`config.mk`:
```
export PLATFORM = sky130hd
export DESIGN_NAME = adcsb_ctrl
export DESIGN_NICKNAME = d
export VERILOG_FILES = /design/src/logic/adcsb_pkg.sv /design/src/logic/adcsb_ctrl.sv
export SDC_FILE = /design/constraint.sdc
export NUM_CORES = 1
export LEC_CHECK = 0
export ABC_AREA = 1
export BUFFER_PORTS_ARGS = -buffer_cell sky130_fd_sc_hd__buf_2
export CAP_MARGIN = 20
export CELL_PAD_IN_SITES_DETAIL_PLACEMENT = 1
export CELL_PAD_IN_SITES_GLOBAL_PLACEMENT = 2
export CORE_UTILIZATION = 29
export CTS_CLUSTER_DIAMETER = 150
export DETAILED_ROUTE_END_ITERATION = 10
export GPL_TIMING_DRIVEN = 0
export PLACE_DENSITY_LB_ADDON = 0.1
export SYNTH_ARGS = -nofsm -noshare
export SYNTH_HDL_FRONTEND = slang
export SYNTH_SLANG_ARGS = --single-unit
```
`constraint.sdc`:
```
create_clock -name pclk -period 4.1 [get_ports pclk]
set_input_delay 0.41 -clock pclk [delete_from_list [all_inputs] [get_ports pclk]]
set_output_delay 0.41 -clock pclk [all_outputs]
set_load 0.01 [all_outputs]
```
`src/logic/adcsb_pkg.sv`:
```
// Package for the converter sequence/buffer control block.
// Assumes an APB master with 32-bit data and word-aligned addresses.
package adcsb_pkg;
    // Register byte offsets
    localparam logic [7:0] ADCSB_CTRL_OFF = 8'h00;
    localparam logic [7:0] ADCSB_STAT_OFF = 8'h04;
    localparam logic [7:0] ADCSB_MASK_OFF = 8'h08;
    localparam logic [7:0] ADCSB_SMP_OFF = 8'h0c;
    // Control register layout
    localparam logic [15:0] ADCSB_CTRL_RST = 16'h0000;
    localparam logic [15:0] ADCSB_CTRL_WMASK = 16'he407;
    localparam logic [15:0] ADCSB_CTRL_WMASK_SEQUENCES_PER_IRQ = 16'h003c;
    localparam int ADCSB_REF_HI = 15;
    localparam int ADCSB_REF_LO = 13;
    localparam int ADCSB_SCAN_BIT = 10;
    localparam int ADCSB_FILL_BIT = 7;
    localparam int ADCSB_SPI_HI = 5;
    localparam int ADCSB_SPI_LO = 2;
    localparam int ADCSB_SPLIT_BIT = 1;
    localparam int ADCSB_ALT_BIT = 0;
    // Interrupt status bits
    localparam int ADCSB_IRQ_SEQ = 0;
    localparam int ADCSB_IRQ_SWAP = 1;
    localparam int ADCSB_IRQ_W = 2;
    // Buffer geometry
    localparam logic [3:0] ADCSB_HALF_BASE = 4'h8;
    localparam logic [2:0] ADCSB_LAST_IN_HALF = 3'h7;
    // Reference choices
    typedef enum logic [1:0]
    {
        ADCSB_REF_RAILS = 2'h0,
        ADCSB_REF_EXT_POS = 2'h1,
        ADCSB_REF_EXT_NEG = 2'h2,
        ADCSB_REF_EXT_BOTH = 2'h3
    } adcsb_ref_e;
    // Sequencer states, gray except the store-to-idle step
    typedef enum logic [1:0]
    {
        ADCSB_IDLE = 2'b00,
        ADCSB_CONV = 2'b01,
        ADCSB_STORE = 2'b11
    } adcsb_state_e;
    // Command toward the converter core
    typedef struct packed
    {
        logic start;
        logic second_sel;
        logic scan_step;
        logic [3:0] addr;
        logic ref_pos_ext;
        logic ref_neg_ext;
    } adcsb_cmd_s;
endpackage

```
`src/logic/adcsb_ctrl.sv`:
```
// Control of reference, scanning, alternate sampling and result buffer.
// Assumes an APB master on pclk and a converter core giving done pulses.
//
// Summary of operation
// RL1: Reference field selects rails or external pins
// RL2: Unimplemented bits read zero, ignore writes
// RL3: Scan bit steps positive input through inputs
// RL4: Fill flag shows half being filled
// RL5: Flag one for upper half, zero lower
// RL6: Interrupt after programmed count of sequences; code interrupts after that count plus one
// RL7: Split mode uses two eight-word halves
// RL8: Otherwise one eight-word buffer from start
// RL9: Alternate mode: first selector, then second, alternating
// RL10: Without alternate, first selector always
// RL11: Count completion swaps half, restarts counter
// RL12: Software keeps reserved bit twelve zero
`timescale 1ns/10ps
module adcsb_ctrl
    import adcsb_pkg::*;
(
    // APB
    input wire logic pclk,
    input wire logic presetn,
    input wire logic psel,
    input wire logic penable,
    input wire logic pwrite,
    input wire logic [7:0] paddr,
    input wire logic [31:0] pwdata,
    output logic [31:0] prdata,
    output logic pready,
    output logic pslverr,
    // Converter core
    input wire logic conv_req,
    input wire logic conv_done,
    input wire logic seq_end,
    output adcsb_cmd_s cmd,
    // Interrupt
    output logic irq
);

////////////////////////////////////////////////////////////////////////
    logic [15:0] ctrl;
    logic fill_half;
    logic [3:0] seq_cnt;
    logic [2:0] word_cnt;
    logic alt_phase;
    logic [ADCSB_IRQ_W-1:0] stat;
    logic [ADCSB_IRQ_W-1:0] mask;
    logic [ADCSB_IRQ_W-1:0] next_stat;
    logic [ADCSB_IRQ_W-1:0] next_mask;
    logic [31:0] next_prdata;
    adcsb_state_e state;
    logic wr_en;
    logic rd_en;
    logic hit;
    logic seq_evt;
    logic cnt_full;
    logic [3:0] spi;
    logic split;

    assign wr_en = psel && penable && pwrite;
    assign rd_en = psel && !penable && !pwrite;
    assign hit = paddr == ADCSB_CTRL_OFF || paddr == ADCSB_STAT_OFF
        || paddr == ADCSB_MASK_OFF || paddr == ADCSB_SMP_OFF;
    assign spi = ctrl[ADCSB_SPI_HI:ADCSB_SPI_LO];
    assign split = ctrl[ADCSB_SPLIT_BIT];
    assign seq_evt = (state == ADCSB_STORE) && seq_end;
    assign cnt_full = seq_cnt == spi; // [RL6]

////////////////////////////////////////////////////////////////////////
    // Control register; only writable bits stored, so the rest read zero except the fill flag at bit 7
    always_ff @(posedge pclk or negedge presetn)
    begin
        if (!presetn)
            ctrl <= ADCSB_CTRL_RST;
        else if (wr_en && paddr == ADCSB_CTRL_OFF)
            ctrl <= pwdata[15:0] & (ADCSB_CTRL_WMASK | ADCSB_CTRL_WMASK_SEQUENCES_PER_IRQ); // [RL2]
    end

    // Reserved bit 12 dropped on write; software keeps it zero [RL12]

    // Sequence counter; counts completed sequences up to the limit
    always_ff @(posedge pclk or negedge presetn)
    begin
        if (!presetn)
            seq_cnt <= 4'h0;
        else if (seq_evt && cnt_full)
            seq_cnt <= 4'h0; // [RL6] [RL11]
        else if (seq_evt)
            seq_cnt <= seq_cnt + 4'h1; // [RL6]
    end

    // Fill half; single mode pins it low so a later split starts low
    always_ff @(posedge pclk or negedge presetn)
    begin
        if (!presetn)
            fill_half <= 1'b0;
        else if (!split)
            fill_half <= 1'b0; // [RL8]
        else if (seq_evt && cnt_full)
            fill_half <= !fill_half; // [RL4] [RL5] [RL11]
    end

    // Write pointer inside the active half or whole buffer
    always_ff @(posedge pclk or negedge presetn)
    begin
        if (!presetn)
            word_cnt <= 3'h0;
        else if (seq_evt && cnt_full)
            word_cnt <= 3'h0; // [RL8]
        else if (state == ADCSB_STORE && word_cnt != ADCSB_LAST_IN_HALF)
            word_cnt <= word_cnt + 3'h1;
    end

    // Alternation between first and second selector
    always_ff @(posedge pclk or negedge presetn)
    begin
        if (!presetn)
            alt_phase <= 1'b0;
        else if (!ctrl[ADCSB_ALT_BIT])
            alt_phase <= 1'b0; // [RL10]
        else if (state == ADCSB_STORE)
            alt_phase <= !alt_phase; // [RL9]
    end

    // Sequencer
    always_ff @(posedge pclk or negedge presetn)
    begin
        if (!presetn)
            state <= ADCSB_IDLE;
        else
            case (state)
                ADCSB_IDLE: if (conv_req) state <= ADCSB_CONV;
                ADCSB_CONV: if (conv_done) state <= ADCSB_STORE;
                ADCSB_STORE: state <= ADCSB_IDLE;
                default: state <= ADCSB_IDLE;
            endcase
    end

    // Command register toward the core
    always_ff @(posedge pclk or negedge presetn)
    begin
        if (!presetn)
            cmd <= '0;
        else
        begin
            cmd.start <= (state == ADCSB_IDLE) && conv_req;
            cmd.second_sel <= ctrl[ADCSB_ALT_BIT] && alt_phase; // [RL9] [RL10]
            cmd.scan_step <= ctrl[ADCSB_SCAN_BIT] && (state == ADCSB_STORE)
                && !alt_phase; // [RL3]
            // Split mode: upper half offset when fill flag set [RL7]
            if (split)
                cmd.addr <= (fill_half ? ADCSB_HALF_BASE : 4'h0) | {1'b0, word_cnt};
            else
                cmd.addr <= {1'b0, word_cnt}; // [RL8]
            cmd.ref_pos_ext <= !ctrl[ADCSB_REF_HI]
                && ctrl[ADCSB_REF_LO]; // [RL1]
            cmd.ref_neg_ext <= !ctrl[ADCSB_REF_HI]
                && ctrl[ADCSB_REF_LO+1]; // [RL1]
        end
    end

////////////////////////////////////////////////////////////////////////
    // Interrupt status: set wins over write-one-to-clear
    always_comb
    begin
        next_stat = stat;
        if (wr_en && paddr == ADCSB_STAT_OFF)
            next_stat = stat & ~pwdata[ADCSB_IRQ_W-1:0];
        if (seq_evt && cnt_full)
            next_stat[ADCSB_IRQ_SEQ] = 1'b1; // [RL6]
        if (seq_evt && cnt_full && split)
            next_stat[ADCSB_IRQ_SWAP] = 1'b1; // [RL11]
    end

    always_ff @(posedge pclk or negedge presetn)
    begin
        if (!presetn)
            stat <= '0;
        else
            stat <= next_stat;
    end

    // Mask next value, so the interrupt follows a mask write at once
    always_comb
    begin
        next_mask = mask;
        if (wr_en && paddr == ADCSB_MASK_OFF)
            next_mask = pwdata[ADCSB_IRQ_W-1:0];
    end

    always_ff @(posedge pclk or negedge presetn)
    begin
        if (!presetn)
            mask <= '0;
        else
            mask <= next_mask;
    end

    always_ff @(posedge pclk or negedge presetn)
    begin
        if (!presetn)
            irq <= 1'b0;
        else
            irq <= |(next_stat & next_mask); // [RL6]
    end

////////////////////////////////////////////////////////////////////////
    // Read data captured in setup, so access phase answers at once
    always_comb
    begin
        next_prdata = 32'h0000_0000;
        case (paddr)
            ADCSB_CTRL_OFF:
            begin
                next_prdata[15:0] = ctrl;
                next_prdata[ADCSB_FILL_BIT] = fill_half; // [RL4] [RL5]
            end
            ADCSB_STAT_OFF: next_prdata[ADCSB_IRQ_W-1:0] = stat;
            ADCSB_MASK_OFF: next_prdata[ADCSB_IRQ_W-1:0] = mask;
            ADCSB_SMP_OFF: next_prdata[3:0] = seq_cnt;
            default: next_prdata = 32'h0000_0000;
        endcase
    end

    always_ff @(posedge pclk or negedge presetn)
    begin
        if (!presetn)
        begin
            prdata <= 32'h0000_0000;
            pslverr <= 1'b0;
            pready <= 1'b0;
        end
        else
        begin
            if (rd_en)
                prdata <= next_prdata;
            pslverr <= psel && !penable && !hit;
            pready <= psel && !penable;
        end
    end

////////////////////////////////////////////////////////////////////////
    // Register map
    AST_UNIMP_ZERO: assert property (@(posedge pclk) disable iff (!presetn) // [RL2]
        (ctrl & ~(ADCSB_CTRL_WMASK | ADCSB_CTRL_WMASK_SEQUENCES_PER_IRQ)) == 16'h0000)
        else $error("unimplemented control bits set");

    AST_UNIMP_READ: assert property (@(posedge pclk) disable iff (!presetn) // [RL2]
        rd_en && paddr == ADCSB_CTRL_OFF |=> !prdata[ADCSB_SCAN_BIT+1]
        && prdata[ADCSB_SCAN_BIT-1 -: 2] == 2'h0 && !prdata[ADCSB_FILL_BIT-1])
        else $error("unimplemented bits read nonzero");

    AST_FILL_READ: assert property (@(posedge pclk) disable iff (!presetn) // [RL4]
        rd_en && paddr == ADCSB_CTRL_OFF |=> prdata[ADCSB_FILL_BIT] == $past(fill_half))
        else $error("fill flag read wrong");

    // Reference
    AST_REF_TOP: assert property (@(posedge pclk) disable iff (!presetn) // [RL1]
        ctrl[ADCSB_REF_HI] |=> !cmd.ref_pos_ext && !cmd.ref_neg_ext)
        else $error("external reference with top bit set");

    AST_REF_BOTH: assert property (@(posedge pclk) disable iff (!presetn) // [RL1]
        !ctrl[ADCSB_REF_HI] && ctrl[ADCSB_REF_LO+1] && ctrl[ADCSB_REF_LO]
        |=> cmd.ref_pos_ext && cmd.ref_neg_ext)
        else $error("external pins not both selected");

    AST_REF_RAILS: assert property (@(posedge pclk) disable iff (!presetn) // [RL1]
        !ctrl[ADCSB_REF_HI] && !ctrl[ADCSB_REF_LO+1] && !ctrl[ADCSB_REF_LO]
        |=> !cmd.ref_pos_ext && !cmd.ref_neg_ext)
        else $error("rails not selected");

    // Scanning
    AST_SCAN_OFF: assert property (@(posedge pclk) disable iff (!presetn) // [RL3]
        !ctrl[ADCSB_SCAN_BIT] |=> !cmd.scan_step)
        else $error("scan step while scanning off");

    AST_SCAN_ON: assert property (@(posedge pclk) disable iff (!presetn) // [RL3]
        ctrl[ADCSB_SCAN_BIT] && state == ADCSB_STORE && !alt_phase |=> cmd.scan_step)
        else $error("scan step missing");

    // Buffer halves
    AST_SWAP: assert property (@(posedge pclk) disable iff (!presetn) // [RL11]
        seq_evt && cnt_full && split |=> fill_half != $past(fill_half))
        else $error("fill half did not swap");

    AST_NO_SWAP: assert property (@(posedge pclk) disable iff (!presetn) // [RL7]
        split && !(seq_evt && cnt_full) |=> fill_half == $past(fill_half))
        else $error("fill half swapped early");

    AST_SINGLE: assert property (@(posedge pclk) disable iff (!presetn) // [RL8]
        !split |=> !fill_half)
        else $error("fill half set in single mode");

    AST_SINGLE_ADDR: assert property (@(posedge pclk) disable iff (!presetn) // [RL8]
        !split |=> !cmd.addr[3])
        else $error("upper word addressed in single mode");

    AST_SPLIT_ADDR: assert property (@(posedge pclk) disable iff (!presetn) // [RL7]
        split && fill_half |=> cmd.addr[3])
        else $error("wrong half addressed");

    AST_LOWER_HALF: assert property (@(posedge pclk) disable iff (!presetn) // [RL5]
        split && !fill_half |=> !cmd.addr[3])
        else $error("lower half not addressed");

    AST_SWAP_IRQ: assert property (@(posedge pclk) disable iff (!presetn) // [RL11]
        seq_evt && cnt_full && split |=> stat[ADCSB_IRQ_SWAP])
        else $error("half swap not flagged");

    AST_PTR_RESTART: assert property (@(posedge pclk) disable iff (!presetn) // [RL11]
        seq_evt && cnt_full |=> word_cnt == 3'h0)
        else $error("word pointer not restarted");

    // Interrupt count
    AST_CNT_RESTART: assert property (@(posedge pclk) disable iff (!presetn) // [RL6]
        seq_evt && cnt_full |=> seq_cnt == 4'h0)
        else $error("counter not restarted");

    AST_CNT_STEP: assert property (@(posedge pclk) disable iff (!presetn) // [RL6]
        seq_evt && !cnt_full |=> seq_cnt == $past(seq_cnt) + 4'h1)
        else $error("counter did not step");

    AST_IRQ_SET: assert property (@(posedge pclk) disable iff (!presetn) // [RL6]
        seq_evt && cnt_full |=> stat[ADCSB_IRQ_SEQ])
        else $error("sequence interrupt not flagged");

    AST_NO_EARLY_IRQ: assert property (@(posedge pclk) disable iff (!presetn) // [RL6]
        !(seq_evt && cnt_full) && !stat[ADCSB_IRQ_SEQ] |=> !stat[ADCSB_IRQ_SEQ])
        else $error("sequence interrupt flagged early");

    AST_IRQ_LEVEL: assert property (@(posedge pclk) disable iff (!presetn) // [RL6]
        irq == |(stat & mask))
        else $error("interrupt line disagrees with status");

    // Selector alternation
    AST_NO_ALT: assert property (@(posedge pclk) disable iff (!presetn) // [RL10]
        !ctrl[ADCSB_ALT_BIT] ##1 !ctrl[ADCSB_ALT_BIT] |-> !cmd.second_sel)
        else $error("second selector used without alternation");

    AST_ALT_OFF_PHASE: assert property (@(posedge pclk) disable iff (!presetn) // [RL10]
        !ctrl[ADCSB_ALT_BIT] |=> !alt_phase)
        else $error("alternation phase kept");

    AST_ALT_TOGGLE: assert property (@(posedge pclk) disable iff (!presetn) // [RL9]
        ctrl[ADCSB_ALT_BIT] && state == ADCSB_STORE |=> alt_phase != $past(alt_phase))
        else $error("alternation did not toggle");

    AST_ALT_SEL: assert property (@(posedge pclk) disable iff (!presetn) // [RL9]
        ctrl[ADCSB_ALT_BIT] && alt_phase |=> cmd.second_sel)
        else $error("second selector not used");
endmodule

```
======== Yosys cells after proc, flatten, opt, wreduce, memory -nomap -nowiden ========
Cells that the tools add are included.
storage, ports and cells
  register bits after elaboration ......... 53
  bits of input ports ..................... 48
  output and inout bits ................... 44
  logic and storage cells ................. 88
cells by class
  add/sub/neg operators ................... 2
  equality and inequality tests ........... 11
  muxes and demuxes ....................... 20
  bitwise operators ....................... 4
  reduce and logical (&&, ||, !) cells .... 33
operators with widths
  kind                 number
  $logic_and 1x1->1    18
  $eq 8x4->1 const B   2
  $mux 4               4
  $mux 12              1
  $eq 8x3->1 const B   1
  $logic_not 8->1      1
  $mux 2               4
  $pmux 2 s2           2
  $pmux 2 s4           1
  $logic_not 1->1      6
  $mux 1               6
  $mux 3               2
  $add 4x1->4 const B  1
  $and 2x2->2          2
  $eq 4x4->1           1
  $ne 2x1->1 const B   2
  $ne 2x2->1 const B   2
  $or 4x3->4           1
  $reduce_bool 2->1    2
  $add 3x1->3 const B  1
  $logic_or 1x1->1     3
  $ne 3x3->1 const B   1
  $eq 2x1->1 const B   1
  $eq 2x2->1 const B   1
  4 further kinds      4

======== Depth between registers and ports, before layout ========
  depth after elaboration ................. 7
  depth in mapped cells ................... 9
  depth with buffers taken out ............ 9

======== Worst setup path after synthesis ========
No wires, ideal clock.
  path type ............................... register -> register
  start ................................... register word_cnt[0]
  end ..................................... register word_cnt[0]
  setup time .............................. 0.113 ns
  data arrival time ....................... 1.361 ns
  data required time ...................... 3.987 ns
  path slack .............................. 2.626 ns
  stages on the path, launching flop included .. 9
  path buffers ............................ 1
  clock period less this slack ............ 1.474 ns
  cell sequence ........................... dfrtp_1 ha_1 ha_1 or2_1 buf_2 xor2_1 clkinv_1 nand2_1 inv_1
between the ends
  longest elaborated chain between the ends .. 3
  elaborated cells on any way between the ends .. 6
  classes of those cells .................. add/sub: 1; eq/ne: 1; mux: 2; reduce/logical: 2
RTL lines
  element                                             RTL line                              RTL
  from (decl)                                         adcsb_ctrl.sv:45                      logic [2:0] word_cnt;
  from (signal assigned)                              adcsb_ctrl.sv:112                     word_cnt <= word_cnt + 3'h1;
  $add 3x1->3 / $ne 3x3->1 (equally long branches)    adcsb_ctrl.sv:112, adcsb_ctrl.sv:111
  $mux 3 / $logic_and 1x1->1 (equally long branches)  adcsb_ctrl.sv:111                     else if (state == ADCSB_STORE && word_cnt != ADCSB_LAST_IN_HALF)
  $mux 3 / $reduce_bool 2->1 (equally long branches)  n/a
Several ways; a longest one is shown, not always the timed one. The select of a mux whose other input is x is not followed.
A chain may end at the register's enable or synchronous reset.

======== Final worst setup path ========
Same ends and word-level chain as after synthesis.

==> run_results.csv <==
group,metric,value,unit
outcome,status,"finished clean",
critical_path,path_buf_inv,3,
detailed_routing,via_count,1885,
power,vdd_drop_max,0.158,mV
clock_tree,clk_pin_slew_worst_paths,0.09,ns
clock_tree,postCtsSetupBuffers,0,
grt,grt_max_degree,38,
critical_path,reg2reg_to,"word_cnt[0]",
critical_path,crit_fanout,5,
layout,final_layout_size_suffix_gt1_frac,0.296,
layout,fillers,975,
detailed_routing,routed_via_density,4.19,
hold_path,min-delay-start,"penable",
sta,fin_crit_sh,0.378,
grt,antenna_found_initial,0,
floorplanning,fp-row-count,32,
power,seq_power_share,0.522,
detailed_routing,dr.first_iter.drc_count,32,
sta,grt_setup_unrepaired,"no",
critical_path,r2r_slack,2.55,ns
power,p_sw_frac,0.318,
synth,synth_common_cells,"nand2_1, dfrtp_1, inv_1",
floorplanning,top_level_ports,92,
critical_path,crit_required,4.31,ns
critical_path,reg2reg_from,"word_cnt[0]",
synth,synth.avg_cell_area,8.63,um2
sta,period_needed,1.55,ns
synth,synth_area_leaders,"dfrtp_1, nand2_1, buf_4",
critical_path,crit_type,"flip-flop to flip-flop",
synth,synth_cells,270,
sta,fin_skew,0.00671,ns
clock_tree,cts_max_level,2,
placement,place_congestion,0.742,
synth,yosys.cell_count.top_type,"nand2_1",
detailed_routing,drcViolationCount,0,
flow_run,cap_violations,0,
clock_tree,cts.sinks,48,
synth,synth-seq-cells,48,
layout,nets,398,
sta,drv_slew,0,
detailed_routing,wl_per_cell,12.0,um
critical_path,max_stage_delay,0.42,ns
placement,io_buffers,48,
floorplanning,die_area,0.00840,mm2
floorplanning,coreArea,0.00777,mm2
power,leakage,1.73,nW
grt,grt.total_usage,0.143,
layout,antenna_cells,0,
critical_path,path_cells,"ha_1 > ha_1 > or2_1 > buf_2 > xor2_1 > clkinv_1 > nand2_1 > inv_1",
critical_path,slowest_stage,"dfrtp_1",
detailed_routing,drtPass1Iterations,4,
synth,synth_top_cell_area_share,0.516,
synth,synthFlopType,"dfrtp_1",
clock_tree,clkLatencyLatePin,0.31,ns
clock_tree,hold_buffers,1,
hold_path,hp-class,"input pin to flip-flop",
power,switching_power,0.359,mW
floorplanning,die_h,91.6,um
synth,yosys_warnings,0,
sta,hold_viol,0,
power,power_density,389,mW/mm2
grt,grt_remaining_overflow,0,
synth,yosysTopAreaCell,"dfrtp_1",
synth,synth.cell_area,0.00233,mm2
sta,max_freq,0.645,GHz
clock_tree,cts_resized,0,
critical_path,startpoint_type,"flip-flop",
synth,ys_types,32,
critical_path,cpLargestDelayFamily,"flip-flops",
clock_tree,clk_path_buf_depth,2,
clock_tree,cts_buffers,5,
power,power_frac_clock,0.271,
layout,syn_to_final_growth,24.4,%
clock_tree,cts-root-buf,"clkbuf_8",
clock_tree,cts_tree,"yes",
synth,async_flop_share,1.00,
grt,grt_pass1_wl,9.36,mm
synth,synth_edf_count,0,
power,intPower,0.769,mW
critical_path,crit_top_cell,"ha_1",
detailed_routing,ant_nets,0,
hold_path,worstHoldEndpoint,"pready",
floorplanning,start_util,0.300,
critical_path,rr_worst_depth,8,
synth,ys_seq_area_frac,0.516,
layout,postLayoutCoreUtil,0.373,
grt,grt_pass1_vias,1927,
detailed_routing,totalWireLength,5.39,mm
critical_path,arrival,1.76,ns
sta,setup_viol,0,
sta,fin_setup_tns,0,ns
placement,hpwl,4.13,mm
power,pwr-share-comb,0.207,
hold_path,whs_path_depth,2,
critical_path,end_kind,"flip-flop",
floorplanning,die_w,91.6,um
placed cells by master (no fill, tap or decap), drive strengths merged:
| cell | count |
|---|---|
| dlygate4sd3 | 1 |
| buf | 75 |
| and3 | 1 |
| nand3 | 24 |
| clkinv | 2 |
| nor3 | 2 |
| xor2 | 1 |
| o21ai | 8 |
| xnor2 | 1 |
| conb | 21 |
| nand3b | 1 |
| dfrtp | 48 |
| nor2 | 24 |
| clkbuf | 7 |
| ha | 3 |
| or2 | 1 |
| nor3b | 1 |
| a21oi | 10 |
| nand2 | 89 |
| inv | 27 |
| nand4 | 1 |
worst max path at each step:
| stage | from | end | slack (ns) | depth (start not counted) |
|---|---|---|---|---|
| detailed placement | word_cnt[0] | word_cnt[0] | 2.54 | 8 |
| floorplan | word_cnt[0] | word_cnt[0] | 2.63 | 8 |
| global placement | word_cnt[0] | word_cnt[0] | 2.57 | 8 |
| CTS | word_cnt[0] | word_cnt[0] | 2.53 | 8 |
| finish | word_cnt[0] | word_cnt[0] | 2.55 | 8 |
| global route | word_cnt[0] | word_cnt[0] | 2.40 | 8 |
logic make-up after synthesis:
family                   share of synthesized area
XOR/XNOR                                   0.00752
buffers and inverters                        0.127
adder cells (fa/ha/maj)                     0.0161
AO/OA/AOI/OAI                               0.0467
AND/OR/NAND/NOR                              0.285
other                                      0.00161
flip-flops                                   0.516
final cells by class:
class / instances / area (um2) / share of cell area
Buffer: 27 / 195 / 0.0673
Clock buffer: 6 / 82.6 / 0.0285
Clock inverter: 2 / 13.8 / 0.00475
Inverter: 27 / 101 / 0.0350
Multi-Input combinational cell: 188 / 907 / 0.313
Sequential cell: 48 / 1200 / 0.414
Tap cell: 102 / 128 / 0.0440
Timing Repair Buffer: 50 / 270 / 0.0932
worst register-to-register path, cell delays in order, from the launching register on:
cell	delay [ns]
dfrtp_1	0.42
ha_1	0.22
ha_1	0.17
or2_1	0.21
buf_2	0.15
xor2_1	0.14
clkinv_1	0.07
nand2_1	0.05
inv_1	0.04
state kept, by name (all words and copies together) (netlist names), 2 cells and up:
name	flops
prdata	11
ctrl	10
cmd	9
seq_cnt	4
word_cnt	3
mask	2
stat	2
state	2
stage by stage:
step	total power, mW	cells	hold slack, ns	cell area (um2)	worst slack, ns
after floorplan	0.747	290	0.114	2400	2.63
after global placement	0.826	440	0.391	2770	2.57
after detailed placement	0.837	441	0.319	2790	2.54
after global routing	1.22	450	0.288	2900	2.40
final	1.13	450	0.286	2900	2.55
after CTS	1.15	450	0.275	2900	2.53
metal layers:
metal,routed length (um),GRT usage,vias up,part of all wire
met3,259,0.0323,7,0.048
met2,2530,0.232,52,0.47
met4,83,0.0476,0,0.015
li1,-,-,953,-
met1,2510,0.189,873,0.47
met5,0,0,-,0
power by group through the flow:
stage / Combinational (mW) / Sequential [mW] / Clock [mW]
final: 0.234 / 0.589 / 0.306
after global routing: 0.276 / 0.599 / 0.340
after CTS: 0.239 / 0.590 / 0.322
after detailed placement: 0.237 / 0.600 / 0
after global placement: 0.227 / 0.599 / 0
after floorplan: 0.157 / 0.590 / 0
Power figures use the tool's default switching activity.
